--- src/design/iet_pkg.sv ---
// Package for the interrupt enable, threshold and claim block.
// Assumes a single 40 MHz clock and an APB register bus with 32-bit data.
package iet_pkg;

  // --------------------------------------------------------------------
  // Sizes
  // --------------------------------------------------------------------
  localparam int IET_NUM_SRC   = 52;
  localparam int IET_ID_W      = 6;
  localparam int IET_PRIO_W    = 3;
  localparam int IET_WORD_BITS = 32;
  localparam int IET_HI_BITS   = IET_NUM_SRC - IET_WORD_BITS + 1;
  localparam int IET_IDX_LSB   = 2;
  localparam int IET_IDX_MSB   = 7;
  localparam int IET_THR_MSB   = 2;

  // --------------------------------------------------------------------
  // Register byte addresses
  // --------------------------------------------------------------------
  localparam logic [31:0] IET_PRIO_BASE = 32'h0c00_0000;
  localparam logic [31:0] IET_PEND_LO   = 32'h0c00_1000;
  localparam logic [31:0] IET_PEND_HI   = 32'h0c00_1004;
  localparam logic [31:0] IET_EN_LO     = 32'h0c00_2000;
  localparam logic [31:0] IET_EN_HI     = 32'h0c00_2004;
  localparam logic [31:0] IET_THRESH    = 32'h0c20_0000;
  localparam logic [31:0] IET_CLAIM     = 32'h0c20_0004;

  // --------------------------------------------------------------------
  // Reset values and limits
  // --------------------------------------------------------------------
  localparam logic [IET_PRIO_W-1:0] IET_PRIO_RST   = 3'h0;
  localparam logic [IET_PRIO_W-1:0] IET_THRESH_RST = 3'h0;
  localparam logic [IET_PRIO_W-1:0] IET_THRESH_MAX = 3'h7;
  localparam logic [IET_NUM_SRC:1]  IET_EN_RST     = '0;

  // --------------------------------------------------------------------
  // Bus carriers
  // --------------------------------------------------------------------
  typedef struct packed {
    logic        psel;
    logic        penable;
    logic        pwrite;
    logic [31:0] paddr;
    logic [31:0] pwdata;
  } iet_apb_req_t;

  typedef struct packed {
    logic [31:0] prdata;
    logic        pready;
    logic        pslverr;
  } iet_apb_rsp_t;

endpackage

--- src/design/iet_top.sv ---
// Interrupt enable, threshold, claim and completion block with APB slave.
// Assumes one clock, sources driven by same-clock logic, one hart target.
//
// Function
// RULE_01 - A source is deliverable only while its enable bit is one.
// RULE_02 - Enable bits pack ID N at bit N mod 32 of word N/32.
// RULE_03 - Enable bit of ID 0 reads zero and ignores writes.
// RULE_04 - Software uses only full 32-bit word accesses to enable words.
// RULE_05 - Enables reach ID 52 at high word bit 20; bits 31:21 read zero.
// RULE_06 - Threshold is three read-write bits 2:0; upper bits read zero.
// RULE_07 - Threshold accepts any write and reads back legal values up to 7.
// RULE_08 - Priorities at or below threshold are masked; 7 masks all.
// RULE_09 - Claim read returns highest-priority pending ID, or zero if none.
// RULE_10 - A nonzero claim clears that source's pending bit atomically.
// RULE_11 - Claim works at any time, regardless of the hart pending flag.
// RULE_12 - Claim selection ignores the threshold.
// RULE_13 - Software writes the claimed ID back to signal completion.
// RULE_14 - Completion is not checked against the last claimed ID.
// RULE_15 - Completion of a source not enabled is silently dropped.
// RULE_16 - Priority 7 highest, 0 never interrupts, ties go to lower ID.
// RULE_17 - Pending bits sit in two words, ID N at bit N mod 32, bit 0 zero.
// RULE_18 - Fifty-two level-triggered source lines, active high.
// RULE_19 - Claim considers only enabled sources of nonzero priority.
// RULE_20 - External request is high while best eligible priority beats threshold.
//
// Chosen here: the APB slave port.
`timescale 1ns/10ps
`default_nettype none
module iet_top (
  input  wire logic                      clk,
  input  wire logic                      reset_n,
  input  wire iet_pkg::iet_apb_req_t     apb_req,
  output iet_pkg::iet_apb_rsp_t          apb_rsp,
  input  wire logic [iet_pkg::IET_NUM_SRC:1] src_level,
  output logic                           machine_external_pending_flag
);
  import iet_pkg::*;

  // ----------------------------------------------------------------------
  // State
  // ----------------------------------------------------------------------
  logic [IET_NUM_SRC:1]    en_q;
  logic [IET_PRIO_W-1:0]   prio_q [1:IET_NUM_SRC];
  logic [IET_PRIO_W-1:0]   thresh_q;
  logic [31:0]             prdata_q;
  logic                    pready_q;
  logic                    pslverr_q;
  logic                    irq_q;

  logic [IET_NUM_SRC:1]    pend;
  logic [IET_NUM_SRC-1:0]  elig;
  logic [IET_NUM_SRC*IET_PRIO_W-1:0] prio_flat;
  logic [IET_ID_W-1:0]     best_id;
  logic [IET_PRIO_W-1:0]   best_prio;
  logic                    best_valid;

  logic                    acc_first;
  logic                    wr_fire;
  logic                    claim_fire;
  logic                    complete_fire;
  logic                    prio_sel;
  logic [IET_ID_W-1:0]     prio_idx;
  logic [31:0]             rd_d;
  logic                    hit_d;
  logic [IET_ID_W-1:0]     done_id;

  // ----------------------------------------------------------------------
  // Bus phases
  // ----------------------------------------------------------------------
  // Every access has one wait state, so read data and the claim side
  // effect come from one registered sample and stay consistent.
  assign acc_first     = apb_req.psel && apb_req.penable && !pready_q;
  assign wr_fire       = apb_req.psel && apb_req.penable && pready_q && apb_req.pwrite;
  assign claim_fire    = acc_first && !apb_req.pwrite && (apb_req.paddr == IET_CLAIM)
                         && best_valid; // RULE_11
  // An ID wider than the field names no source, so its upper bits must not alias one.
  assign complete_fire = wr_fire && (apb_req.paddr == IET_CLAIM) && (apb_req.pwdata[31:IET_ID_W] == '0);
  assign done_id       = apb_req.pwdata[IET_ID_W-1:0];
  assign prio_idx      = apb_req.paddr[IET_IDX_MSB:IET_IDX_LSB];
  assign prio_sel      = (apb_req.paddr[31:IET_IDX_MSB+1] == IET_PRIO_BASE[31:IET_IDX_MSB+1])
                         && (apb_req.paddr[IET_IDX_LSB-1:0] == '0)
                         && (prio_idx != '0)
                         && (32'(prio_idx) <= 32'(IET_NUM_SRC));

  // ----------------------------------------------------------------------
  // Sources and selection
  // ----------------------------------------------------------------------
  genvar g;
  generate
    for (g = 1; g <= IET_NUM_SRC; g++) begin : gen_src
      logic done_hit;
      // The completed ID is compared with nothing but the enables.
      assign done_hit = complete_fire && (done_id == IET_ID_W'(g)) && en_q[g]; // RULE_14 RULE_15
      iet_gate u_gate (
        .clk          (clk),
        .reset_n      (reset_n),
        .src_level    (src_level[g]),
        .claim_hit    (claim_fire && (best_id == IET_ID_W'(g))),
        .complete_hit (done_hit),
        .pending      (pend[g])
      );
      assign elig[g-1] = pend[g] && en_q[g] && (prio_q[g] != '0); // RULE_01 RULE_19
      assign prio_flat[(g-1)*IET_PRIO_W +: IET_PRIO_W] = prio_q[g];
    end
  endgenerate

  iet_pick #(
    .N  (IET_NUM_SRC),
    .PW (IET_PRIO_W),
    .IW (IET_ID_W)
  ) u_pick (
    .elig       (elig),
    .prio_flat  (prio_flat),
    .best_id    (best_id),
    .best_prio  (best_prio),
    .best_valid (best_valid)
  );

  // ----------------------------------------------------------------------
  // Read decode
  // ----------------------------------------------------------------------
  always_comb begin
    rd_d  = '0;
    hit_d = 1'b1;
    if (prio_sel) begin
      rd_d = 32'(prio_q[prio_idx]);
    end else begin
      case (apb_req.paddr)
        IET_PEND_LO: rd_d = {pend[IET_WORD_BITS-1:1], 1'b0}; // RULE_17
        IET_PEND_HI: rd_d = 32'(pend[IET_NUM_SRC:IET_WORD_BITS]);
        IET_EN_LO:   rd_d = {en_q[IET_WORD_BITS-1:1], 1'b0}; // RULE_02 RULE_03
        IET_EN_HI:   rd_d = 32'(en_q[IET_NUM_SRC:IET_WORD_BITS]); // RULE_05
        IET_THRESH:  rd_d = 32'(thresh_q); // RULE_06
        IET_CLAIM:   rd_d = 32'(best_id); // RULE_09 RULE_12
        default:     hit_d = 1'b0;
      endcase
    end
  end

  // ----------------------------------------------------------------------
  // Bus answer
  // ----------------------------------------------------------------------
  always_ff @(posedge clk) begin
    if (!reset_n) begin
      pready_q  <= 1'b0;
      pslverr_q <= 1'b0;
    end else begin
      pready_q  <= acc_first;
      pslverr_q <= acc_first && !hit_d;
    end
  end

  // Writes to unmapped space are dropped; reads there return zero.
  always_ff @(posedge clk) begin
    if (!reset_n) begin
      prdata_q <= '0;
    end else if (acc_first) begin
      prdata_q <= apb_req.pwrite ? 32'h0000_0000 : rd_d;
    end
  end

  assign apb_rsp.prdata  = prdata_q;
  assign apb_rsp.pready  = pready_q;
  assign apb_rsp.pslverr = pslverr_q;

  // ----------------------------------------------------------------------
  // Register writes
  // ----------------------------------------------------------------------
  always_ff @(posedge clk) begin
    if (!reset_n) begin
      en_q <= IET_EN_RST;
    end else if (wr_fire && (apb_req.paddr == IET_EN_LO)) begin
      en_q[IET_WORD_BITS-1:1] <= apb_req.pwdata[IET_WORD_BITS-1:1]; // RULE_02 RULE_03
    end else if (wr_fire && (apb_req.paddr == IET_EN_HI)) begin
      en_q[IET_NUM_SRC:IET_WORD_BITS] <= apb_req.pwdata[IET_HI_BITS-1:0]; // RULE_05
    end
  end

  // Every three-bit value is legal, so the field is stored as written.
  always_ff @(posedge clk) begin
    if (!reset_n) begin
      thresh_q <= IET_THRESH_RST;
    end else if (wr_fire && (apb_req.paddr == IET_THRESH)) begin
      thresh_q <= apb_req.pwdata[IET_THR_MSB:0]; // RULE_07
    end
  end

  always_ff @(posedge clk) begin
    if (!reset_n) begin
      for (int k = 1; k <= IET_NUM_SRC; k++) begin
        prio_q[k] <= IET_PRIO_RST;
      end
    end else if (wr_fire && prio_sel) begin
      prio_q[prio_idx] <= apb_req.pwdata[IET_PRIO_W-1:0];
    end
  end

  // ----------------------------------------------------------------------
  // Hart request
  // ----------------------------------------------------------------------
  // The best eligible priority is the maximum, so one compare covers all.
  always_ff @(posedge clk) begin
    if (!reset_n) begin
      irq_q <= 1'b0;
    end else begin
      irq_q <= best_valid && (best_prio > thresh_q); // RULE_08 RULE_20
    end
  end

  assign machine_external_pending_flag = irq_q;

  // ----------------------------------------------------------------------
  // Assertions
  // ----------------------------------------------------------------------
  logic [IET_ID_W-1:0] claimed_q;
  always_ff @(posedge clk) begin
    if (!reset_n) begin
      claimed_q <= '0;
    end else if (claim_fire) begin
      claimed_q <= best_id;
    end
  end
endmodule
`default_nettype wire

--- src/design/iet_gate.sv ---
// Level gateway and pending flag for one interrupt source.
// Assumes the source line is driven by logic on the same clock.
`timescale 1ns/10ps
`default_nettype none
module iet_gate (
  input  wire logic clk,
  input  wire logic reset_n,
  input  wire logic src_level,
  input  wire logic claim_hit,
  input  wire logic complete_hit,
  output logic      pending
);

  logic pend_q;
  logic busy_q;

  // ----------------------------------------------------------------------
  // Pending and in-service state
  // ----------------------------------------------------------------------
  // A held level raises one request; a new one waits for completion.
  always_ff @(posedge clk) begin
    if (!reset_n) begin
      pend_q <= 1'b0;
    end else if (src_level && !pend_q && !busy_q) begin
      pend_q <= 1'b1; // RULE_18
    end else if (claim_hit) begin
      pend_q <= 1'b0; // RULE_10
    end
  end

  always_ff @(posedge clk) begin
    if (!reset_n) begin
      busy_q <= 1'b0;
    end else if (claim_hit) begin
      busy_q <= 1'b1;
    end else if (complete_hit) begin
      busy_q <= 1'b0;
    end
  end

  assign pending = pend_q;

endmodule
`default_nettype wire

--- src/design/iet_pick.sv ---
// Selects the highest-priority eligible source, lowest ID on a tie.
// Assumes bit k of elig and field k of prio_flat belong to ID k+1.
`timescale 1ns/10ps
`default_nettype none
module iet_pick #(
  parameter int N  = 52,
  parameter int PW = 3,
  parameter int IW = 6
) (
  input  wire logic [N-1:0]    elig,
  input  wire logic [N*PW-1:0] prio_flat,
  output logic [IW-1:0]        best_id,
  output logic [PW-1:0]        best_prio,
  output logic                 best_valid
);

  // ----------------------------------------------------------------------
  // Linear scan
  // ----------------------------------------------------------------------
  // Strict compare keeps the first, lower ID among equal priorities.
  always_comb begin
    best_id   = '0;
    best_prio = '0;
    for (int k = 0; k < N; k++) begin
      if (elig[k] && (prio_flat[k*PW +: PW] > best_prio)) begin
        best_prio = prio_flat[k*PW +: PW]; // RULE_16
        best_id   = IW'(k + 1);
      end
    end
    best_valid = (best_prio != '0);
  end

endmodule
`default_nettype wire

--- config.mk ---
export PLATFORM = sky130hd
export DESIGN_NAME = iet_top
export DESIGN_NICKNAME = d
export VERILOG_FILES = /design/src/design/iet_pkg.sv /design/src/design/iet_top.sv /design/src/design/iet_gate.sv /design/src/design/iet_pick.sv
export SDC_FILE = /design/constraint.sdc
export NUM_CORES = 1
export LEC_CHECK = 0
export ABC_CLOCK_PERIOD_IN_PS = 94500
export BUFFER_PORTS_ARGS = -buffer_cell sky130_fd_sc_hd__buf_2
export CORE_UTILIZATION = 45
export CTS_BUF_LIST = sky130_fd_sc_hd__clkbuf_8 sky130_fd_sc_hd__clkbuf_16
export CTS_CLUSTER_DIAMETER = 50
export DETAILED_ROUTE_END_ITERATION = 8
export MAX_ROUTING_LAYER = met4
export PLACE_DENSITY = 0.73
export SLEW_MARGIN = 5
export SYNTH_ARGS = -nofsm -noshare
export SYNTH_HDL_FRONTEND = slang
export SYNTH_SLANG_ARGS = --single-unit
--- constraint.sdc ---
create_clock -name clk -period 94.5 [get_ports clk]
set_input_delay 4.725 -clock clk [delete_from_list [all_inputs] [get_ports clk]]
set_output_delay 4.725 -clock clk [all_outputs]
set_load 0.02 [all_outputs]
After elaboration in Yosys (flattened, before gate mapping)
Memories as Yosys holds them, arrays and structs flattened.
Cells that the tools add are included.

word-level totals
  bits in registers = 194
  RAM bits = 156
  word-level logic and storage cells = 1,306
  memories = 1

memory list
  memory  depth  bits a word  rd ports  clocked after Yosys merged registers in  wr ports  line           RTL
  prio_q  52     3            53        0                                        52        iet_top.sv:43  logic [IET_PRIO_W-1:0] prio_q [1:IET_NUM_SRC];

cells by class
  $lt $le $gt $ge = 54
  eq/ne operators = 111
  muxes and demuxes = 324
  bitwise gates (word level) = 1
  reductions and logical operators = 704

operator list
  kind                                                                number
  1-bit logical AND                                                   434
  6-bit == test (second input constant)                               42
  1-bit two-way mux                                                   216
  2-bit nonzero test                                                  104
  32-bit by 28-bit == test with 1-bit output (second input constant)  6
  6-bit by 5-bit == test with 1-bit output (second input constant)    32
  32-bit one-hot mux with 6 select lines                              1
  3-bit two-way mux                                                   57
  3-bit nonzero test                                                  53
  3-bit > comparator                                                  52
  6-bit two-way mux                                                   22
  1-bit logical NOT                                                   107
  6-bit by 4-bit == test with 1-bit output (second input constant)    16
  5-bit two-way mux                                                   16
  32-bit two-way mux                                                  2
  6-bit by 3-bit == test with 1-bit output (second input constant)    8
  4-bit two-way mux                                                   8
  26-bit logical NOT                                                  1
  24-bit by 20-bit == test with 1-bit output (second input constant)  1
  6-bit by 2-bit == test with 1-bit output (second input constant)    4
  6-bit by 1-bit == test with 1-bit output (second input constant)    2
  6-bit <= comparator (second input constant)                         1
  6-bit nonzero test                                                  1
  6-bit OR reduction                                                  1
  6 further kinds                                                     7

Logic depth before layout (Yosys ltp)
Gate-level depths: netlist of the first run.
An unclocked memory read counts as a cell.

  depth after elaboration = 163
  mapped depth = 418

Hierarchy
Synthesis of the first run repeated with hierarchy kept, for this count alone.

unflattened totals
  cells, all modules = 2,995
  area, all modules = 25,852.3 um2

modules (own cells, without submodules)
  module    times used  cells an instance  area an instance (um2)  sequential area each (um2)
  iet_top   1           1,445              14,564.0                7,567.3
  iet_pick  1           1,186              7,254.5                 0.0
  iet_gate  52          7                  77.6                    40.0

Least setup slack after synthesis of the first run
OpenSTA, ideal clock, no wires.

  path kind = reg2reg
  start = reg en_q[1] (netlist bit)
  end = reg irq_q, in the netlist machine_external_pending_flag
  arrival time = 69.876 ns
  path slack = 24.492 ns
  stages on the path, launching flop included = 403
  path buffers = 1
  period minus slack after synthesis = 70.008 ns
  cell sequence = dfxtp_1 > nand3_1 > ha_1 > nand3_1 > and4b_2 > nand2_4 > nand2_1 > o21ai_0 > ha_1 > nor2_1 > maj3_1 > mux2_4 > o21a_4 > mux2i_1 > inv_1 > ha_1 > nor2_1 > o221ai_1 > [... 367 more ...] > ha_1 > nor2_1 > nor2_1 > a2111oi_0 > nor2_1 > a21o_1 > mux2_2 > ha_1 > a221oi_1 > nor3_1 > or3_4 > buf_2 > nor2_1 > a21oi_1 > ha_1 > a21o_1 > a21oi_1 > nor4_1

between the ends
  longest elaborated chain between the ends = 159
  elaborated cells between the ends (all ways) = 160

RTL lines
  element                                                   line                            RTL
  from (decl)                                               iet_top.sv:42                   logic [IET_NUM_SRC:1] en_q;
  from (signal, indexed assignment)                         iet_top.sv:173                  en_q[IET_WORD_BITS-1:1] <= apb_req.pwdata[IET_WORD_BITS-1:1];
  from (signal, indexed assignment)                         iet_top.sv:175                  en_q[IET_NUM_SRC:IET_WORD_BITS] <= apb_req.pwdata[IET_HI_BITS-1:0];
  1-bit logical AND (*) (2 in a row)                        iet_top.sv:102                  assign elig[g-1] = pend[g] && en_q[g] && (prio_q[g] != '0);
  1-bit logical AND (*)                                     iet_pick.sv:25                  if (elig[k] && (prio_flat[k*PW +: PW] > best_prio)) begin
  3-bit two-way mux (*)                                     iet_pick.sv:25
  3-bit > comparator                                        iet_pick.sv:25
  1-bit logical AND                                         iet_pick.sv:25
  3-bit two-way mux (*)                                     iet_pick.sv:25
  3-bit > comparator                                        iet_pick.sv:25
  1-bit logical AND                                         iet_pick.sv:25
  [... 142 more ...]                                        n/a
  3-bit > comparator                                        iet_pick.sv:25
  1-bit logical AND                                         iet_pick.sv:25
  3-bit two-way mux (*)                                     iet_pick.sv:25
  3-bit > comparator                                        iet_pick.sv:25
  1-bit logical AND                                         iet_pick.sv:25
  3-bit two-way mux (*)                                     iet_pick.sv:25
  3-bit > comparator or 3-bit nonzero test (tied branches)  iet_top.sv:206, iet_pick.sv:30
  1-bit logical AND (*)                                     iet_top.sv:206                  irq_q <= best_valid && (best_prio > thresh_q);
  to (signal assigned)                                      iet_top.sv:206
  to (decl)                                                 iet_top.sv:48                   logic irq_q;

Mark *: on every way between the ends. The rest lies on a longest branch, timed or not.
A chain may end at the register's enable or synchronous reset.

Worst setup path in the final report of the first run
  start = reg en_q[1] (netlist bit)
  end = reg gen_src[39].u_gate.busy_q

between the ends
  longest elaborated chain between the ends = 161
  elaborated cells between the ends (all ways) = 215

RTL lines
  element                                                  line            RTL
  1-bit logical AND (*) (2 in a row)                       iet_top.sv:102
  1-bit logical AND (*)                                    iet_pick.sv:25
  3-bit two-way mux                                        iet_pick.sv:25
  3-bit > comparator                                       iet_pick.sv:25
  1-bit logical AND                                        iet_pick.sv:25
  3-bit two-way mux                                        iet_pick.sv:25
  3-bit > comparator                                       iet_pick.sv:25
  1-bit logical AND                                        iet_pick.sv:25
  [... 144 more ...]                                       n/a
  3-bit two-way mux                                        iet_pick.sv:25
  3-bit > comparator                                       iet_pick.sv:25
  1-bit logical AND                                        iet_pick.sv:25
  3-bit two-way mux                                        iet_pick.sv:25
  3-bit nonzero test                                       iet_pick.sv:30  best_valid = (best_prio != '0);
  1-bit logical AND                                        iet_top.sv:75   && best_valid;
  1-bit logical AND (*)                                    iet_top.sv:98   .claim_hit (claim_fire && (best_id == IET_ID_W'(g))),
  1-bit two-way mux or 2-bit nonzero test (tied branches)  n/a
  to (signal assigned)                                     iet_gate.sv:33  busy_q <= 1'b0;
  to (signal assigned)                                     iet_gate.sv:35  busy_q <= 1'b1;
  to (signal assigned)                                     iet_gate.sv:37  busy_q <= 1'b0;
  to (decl)                                                iet_gate.sv:15  logic busy_q;

Marked as above.

==> impl_results.md, run 1 <==
* Worst setup SP type: flop
* Routed length per instance at 24.06 um
* Die area at 57,600 um^2
* Vias in the first global route at 23,121
* Status: complete, no violations
* Power per cell area at 13.62 nW/um^2
* Area after DPL at 27,040 um^2
* Clock Latency Late Sink at 600 ps
* Drt total wl at 95,390 um
* Crit-path slowest cell: nor3_1
* Clock transition at path regs at 60 ps
* Top_reg_cell synth: dfxtp_1
* Worst VDD drop at 0.01784 mV
* Leakage at 10.52 nW
* CP endpoint kind: flop
* HPWL Detailed at 72,260 um
* Simple-Gate Fraction of Synth Area at 0.2428
* Xor/xnor share of the synthesized area at 0
* EDFF count, synth at 192
* Synthesized flop and latch total at 386
* RSZ-0062 raised after global routing: no
* Drt first pass iters at 7
* Pre-CTS WS at 14,150 ps
* Clock Path Buffers at 3
* Clk_skew at 26.90 ps
* Mean number of vias per cell at 6.437
* # DRC at 0
* Worst-Margin Slew at 1224 ps
* Number of routed nets with antenna violations at 0
* Starting DRT DRC Count at 3,602
* Ys async rst share at 0
* Final WS setup at 12,270 ps
* Critical path required time at 95,010 ps
* Max Cap Violations at 0
* First-pass GRT wire length at 140,900 um
* Synthesized area per cell at 8.358 um^2
* Worst Path Max Fanout at 9
* Fmax at 12.16 MHz
* GP Congestion at 1.064
* Hold Crit Class: reg2reg
* CTS Hold Bufs at 0
* Clock sinks at 386
* Compound-Gate Fraction of Synth Area at 0.2424
* H-tree Lvls at 2
* Starting Density at 0.4591
* WP data arrival at 82,740 ps
* Area growth from synthesis to layout at 11.77%
* Total grt overflow at 0
* TritonCTS clock tree: yes
* Final Instance Area at 28,490 um^2
* Initial antenna violation count at 1
* Row cnt at 86
* Placed insts at 3,883
* Max incr delay on CP at 1000 ps
* Die height at 240.0 um
* Port Buf Inserts at 155
* WS Path Type: reg2reg
* Die width at 240.0 um
* Tmin final at 82,230 ps
* Setup TNS at 0 ps
* CTS root buf: clkbuf_16
* Routed vias at 25,518
* Cts repair resizes at 0
* Cell area after synthesis at 25,490 um^2
* Worst slew margin at 0.1780
* Total track usage at 0.3348
* Fillcell total at 5,291
* Num CTS Buffers at 45
* Synth Warn # at 0
* Max-slew violations at 0
* Cell variety after synth at 115
* Most Frequent Cell on Critical Path: nor2_1
* Share of cells above drive strength 1 at 0.1309
* Setup violations, final at 0
* Non-Filler Instances at 3,964
* Largest family of logic cells by synthesized area: simple AND/OR/NAND/NOR gates
* Adder-cell share of the synthesized area at 0.03627
* Post-CTS Setup Bufs at 0
* Post-synthesis mux area share at 0.06047
* Nets at 3,360
* I/O Pins at 156
* Post-synthesis cell count at 3,050
* Seq/Total Area, Yosys at 0.3785
* Final period utilization at 0.8702
* Final count of hold timing violations at 0
* Core ar. at 55,520 um^2
* Pin count of the biggest net entering global routing at 101
[placed cells by master, fill, tap and decap left out, types with 79 or more instances in the layout]
cell / instances
inv_1: 123
nand2_1: 377
nor3_1: 79
nor2_1: 430
dfxtp_1: 194
edfxtp_1: 192
a21oi_1: 274
nand3_1: 111
buf_2: 153
o21ai_0: 202
[synth_stat cells (all sizes together) (25+ instances only)]
library cell  instances  share of area
o211ai               31         0.0099
and2                 58          0.014
a211oi               27         0.0081
dfxtp               194           0.15
a22oi                27         0.0080
nor2b                49          0.012
nand3               111          0.022
nand2               378          0.056
o22ai                25         0.0061
nor2                434          0.064
edfxtp              192           0.23
and3                 51          0.013
o21a                 40          0.012
o21ai               213          0.043
ha                   57          0.028
a31oi                37          0.010
clkbuf              112          0.016
or2                  28         0.0069
a21oi               278          0.055
nor3                 83          0.017
nor4                 27         0.0069
mux4                 56          0.049
inv                 119          0.018
[registers in the layout, indices dropped and copies added, names as in the netlist]
signal / flops
gen_src.u_gate.pending: 52
prdata_q: 32
prio_q: 192
thresh_q: 3
gen_src.u_gate.busy_q: 52
machine_external_pending_flag: 1
pslverr_q: 1
pready_q: 1
en_q: 52
[final timing paths]
check	start	to	slack (ps)	depth (start not counted)
worst max register to register	en_q[1]	gen_src[39].u_gate.busy_q	12270	398
worst max-delay path	en_q[1]	gen_src[39].u_gate.busy_q	12270	398
worst min register to register	gen_src[37].u_gate.busy_q	gen_src[37].u_gate.busy_q	470	2
worst min-delay path	gen_src[37].u_gate.busy_q	gen_src[37].u_gate.busy_q	470	2
[metal layers]
| metal | wire (um) | vias to the layer above | track usage | share of wire |
|---|---|---|---|---|
| li1 | - | 11587 | - | - |
| met1 | 37080 | 12051 | 0.4328 | 0.39 |
| met2 | 40360 | 1601 | 0.4794 | 0.42 |
| met3 | 12150 | 279 | 0.08404 | 0.13 |
| met4 | 5813 | 0 | 0.1797 | 0.061 |
| met5 | 0 | - | - | 0 |
[where the power goes]
| part | switching, mW | internal (mW) |
|---|---|---|
| Clock | 0.0746 | 0.0981 |
| Combinational | 0.0170 | 0.0103 |
| Sequential | 0.00735 | 0.181 |
| Total | 0.0989 | 0.289 |
[metrics by stage]
stage / power, mW / hold WS (ps) / util
2_1_floorplan: 0.2041 / 444.4 / -
3_3_place_gp: 0.2171 / 458.3 / 0.4869
3_5_place_dp: 0.2175 / 464.1 / 0.4869
4_1_cts: 0.3878 / 472.5 / 0.5131
5_1_grt: 0.3975 / 485.7 / 0.5132
6_report: 0.3880 / 470.5 / 0.5132
[worst max-delay path: cells and delay by family (launching register included)]
family / cells / cell delay, ps
simple gates: 153 / 23720
compound gates: 162 / 36060
mux: 11 / 3630
flops: 1 / 510
buf+inv: 9 / 710
fa+ha+maj: 63 / 17510
[layout make-up]
| cell class | instances | area (um^2) | share of cell area |
|---|---|---|---|
| Antenna cell | 1 | 2.502 | 0.00008783 |
| Inverter | 119 | 449.2 | 0.01576 |
| Sequential cell | 386 | 9649 | 0.3387 |
| Clock buffer | 47 | 1154 | 0.04049 |
| Timing Repair Buffer | 185 | 1006 | 0.03531 |
| Tap cell | 748 | 935.9 | 0.03285 |
| Multi-Input combinational cell | 2445 | 15000 | 0.5263 |
| Clock inverter | 33 | 300.3 | 0.01054 |
[cell families (layout without fill, tap and decap cells)]
logic type / count (synthesis) / in the layout
adders and majority gates: 78 / 78
other: 1 / 37
muxes: 81 / 81
buffers and inverters: 254 / 384
DFF: 386 / 386
and+or+nand+nor: 1325 / 1325
AOI/OAI and AO/OA: 925 / 925
Power figures use the tool's default switching activity.
==> run 2: changes to the inputs <==
Settings changed: CORE_UTILIZATION 45 to 30, HOLD_SLACK_MARGIN from default to 0.02, PLACE_DENSITY 0.73 to 0.56, SLEW_MARGIN 5 to 20.
==> run 2 against run 1 <==
  * Routed wire length rose by 11%
  * Critical path depth fell by 2
  * Die area rose by 50%
  * Non-clock buffer count rose by 1
  * Final cell count rose by 10%
  * Sequential power barely moved
  * Via count fell by 0.27%
  * Core utilization fell by 16 points
  * Clock skew rose by 17 ps
  * Combinational power rose by 3%
  * Worst hold slack got worse by 2.9 ps
  * Flip-flop and latch count did not move
  * Critical endpoint is now gen_src[11].u_gate.pending
  * Largest cell class unchanged
  * Highest routed layer unchanged
==> impl_results.md, run 2 (synthesized netlist as in run 1, its figures left out) <==
* Final count of hold timing violations at 0 (unchanged)
* Max-slew violations at 0 (unchanged)
* Util after Layout at 0.3484 (-0.1647)
* Setup violations, final at 0 (unchanged)
* Crit-path slowest cell: nor2_1
* Final period utilization at 0.8742 (+0.004052)
* Starting Density at 0.3041 (-0.1550)
* Routed length per instance at 24.25 um (+0.75%)
* Die width at 293.5 um (+22%)
* Num CTS Buffers at 48 (+6.7%)
* Routed vias at 25,448 (-0.27%)
* Clock sinks at 386 (unchanged)
* # DRC at 0 (unchanged)
* Commonest non-fill, non-tap cell in the layout: nor2_1
* Part of the power in registers at 0.462 (-0.023)
* Drt total wl at 105,700 um (+11%)
* Combinational share of power at 0.069 (about the same)
* H-tree Lvls at 2 (unchanged)
* Die height at 293.5 um (+22%)
* Max incr delay on CP at 920 ps (-80 ps)
* Hold Crit Class: reg2reg
* Worst VDD drop at 0.01387 mV (-22%)
* Max Cap Violations at 0 (unchanged)
* Power per cell area at 13.96 nW/um^2 (+2.5%)
* GP Congestion at 1.021 (-4.0%)
* P_sw at 105.2 uW (+6.4%)
* Core ar. at 83,820 um^2 (+51%)
* Clock Power Share at 0.470 (+0.025)
* Clock transition at path regs at 60 ps (about the same)
* Leakage at 10.63 nW (+1.1%)
* Setup TNS at 0 ps (unchanged)
* Status: complete, no violations
* Initial antenna violation count at 8 (+7)
* Pin count of the biggest net entering global routing at 76 (-25%)
* Worst Path Max Fanout at 14 (+5)
* Tmin final at 82,610 ps (+382.9 ps)
* Worst slew margin at 0.2217 (+0.04371)
* Drt first pass iters at 8 (+1)
* CTS root buf: clkbuf_16
* HPWL Detailed at 81,420 um (+13%)
* Worst setup SP type: flop
* Total grt overflow at 0 (unchanged)
* TritonCTS clock tree: yes
* Post-CTS Setup Bufs at 0 (unchanged)
* Fillcell total at 8,778 (+66%)
* Row cnt at 106 (+23%)
* Nets at 3,364 (+0.12%)
* Clk_skew at 43.69 ps (+16.80 ps)
* Fmax at 12.10 MHz (-0.46%)
* First-pass GRT wire length at 154,200 um (+9.4%)
* Vias in the first global route at 23,258 (+0.59%)
* Most Frequent Cell on Critical Path: nor2_1
* WS Path Type: reg2reg
* R2R Path Start: en_q[1]
* Worst setup path startpoint: en_q[1]
* Area growth from synthesis to layout at 14.56%
* Total track usage at 0.2466 (-0.08818)
* Mean number of vias per cell at 5.837 (-9.3%)
* Internal Pwr Total at 302.5 uW (+4.6%)
* Switching share of power at 0.2580 (+0.003090)
* Starting DRT DRC Count at 3,309 (-8.1%)
* CP endpoint kind: flop
* Die area at 86,140 um^2 (+50%)
* WP data arrival at 83,060 ps (+320 ps)
* Max FFs per register at 192 (unchanged)
* Clock Latency Late Sink at 630 ps (+30 ps)
* Cts repair resizes at 0 (unchanged)
* Clock Path Buffers at 3 (unchanged)
* Commonest cells after routing, fill and taps aside: nor2_1, nand2_1, a21oi_1
* RSZ-0062 raised after global routing: no
* Worst-Margin Slew at 1158 ps (-65.79 ps)
* I/O Pins at 156 (unchanged)
* HP Start: gen_src[37].u_gate.busy_q
* CTS Hold Bufs at 0 (unchanged)
* Share of cells above drive strength 1 at 0.1347 (+0.003708)
* Port Buf Inserts at 155 (unchanged)
* Largest reg by FF count: prio_q
* Critical path required time at 94,950 ps (-60 ps)
* Number of routed nets with antenna violations at 0 (unchanged)
run 2: final cells by class:
| type | instances | area [um^2] | area share |
|---|---|---|---|
| clock buffers | 57 | 1348 | 0.04614 |
| inverters | 119 | 449.2 | 0.01538 |
| flip-flops and latches | 386 | 9649 | 0.3304 |
| repair buffers | 186 | 1013 | 0.03470 |
| diodes | 3 | 7.507 | 0.0002571 |
| multi-input cells | 2445 | 15010 | 0.5139 |
| clock inverters | 30 | 309.0 | 0.01058 |
| well taps | 1134 | 1419 | 0.04858 |
run 2: worst paths after layout:
path	end	slack, ps	depth (start not counted)
max	gen_src[11].u_gate.pending	11890	396
min	gen_src[37].u_gate.busy_q	470	2
max reg2reg	gen_src[11].u_gate.pending	11890	396
min reg2reg	gen_src[37].u_gate.busy_q	470	2
run 2: power groups by stage:
| stage | Sequential, mW | Clock [mW] | Combinational, mW |
|---|---|---|---|
| 2_1_floorplan | 0.187 | 0 | 0.0167 |
| 3_3_place_gp | 0.191 | 0 | 0.0273 |
| 3_5_place_dp | 0.191 | 0 | 0.0274 |
| 4_1_cts | 0.188 | 0.194 | 0.0276 |
| 5_1_grt | 0.188 | 0.200 | 0.0300 |
| 6_report | 0.188 | 0.191 | 0.0280 |
run 2: critical path, delay by kind of cell, from the launching register on:
kind,cells,cell delay [ps]
adders and majority gates,62,17300
buffers and inverters,9,720
DFF,1,510
muxes,11,3740
and+or+nand+nor,154,23880
AOI/OAI and AO/OA,160,36150
run 2: metrics by stage:
stage / instances / setup slack (ps) / power [mW] / instance area [um^2] / hold slack (ps)
finish: 4360 / 11890 / 0.4077 / 29200 / 467.6
global route: 4360 / 4944 / 0.4186 / 29200 / 493.5
CTS: 4357 / 13030 / 0.4091 / 29190 / 470.9
detailed placement: 4270 / 13390 / 0.2189 / 27540 / 462.1
global placement: 4270 / 14400 / 0.2188 / 27540 / 452.3
floorplan: 3085 / 24490 / 0.2041 / 25620 / 444.4
run 2: routing by layer:
layer,GRT usage,wire [um],up-vias
met5,-,0,-
met4,0.09070,4329,0
met3,0.04932,10400,197
met2,0.3661,45970,1285
met1,0.3303,45020,12359
li1,-,-,11607
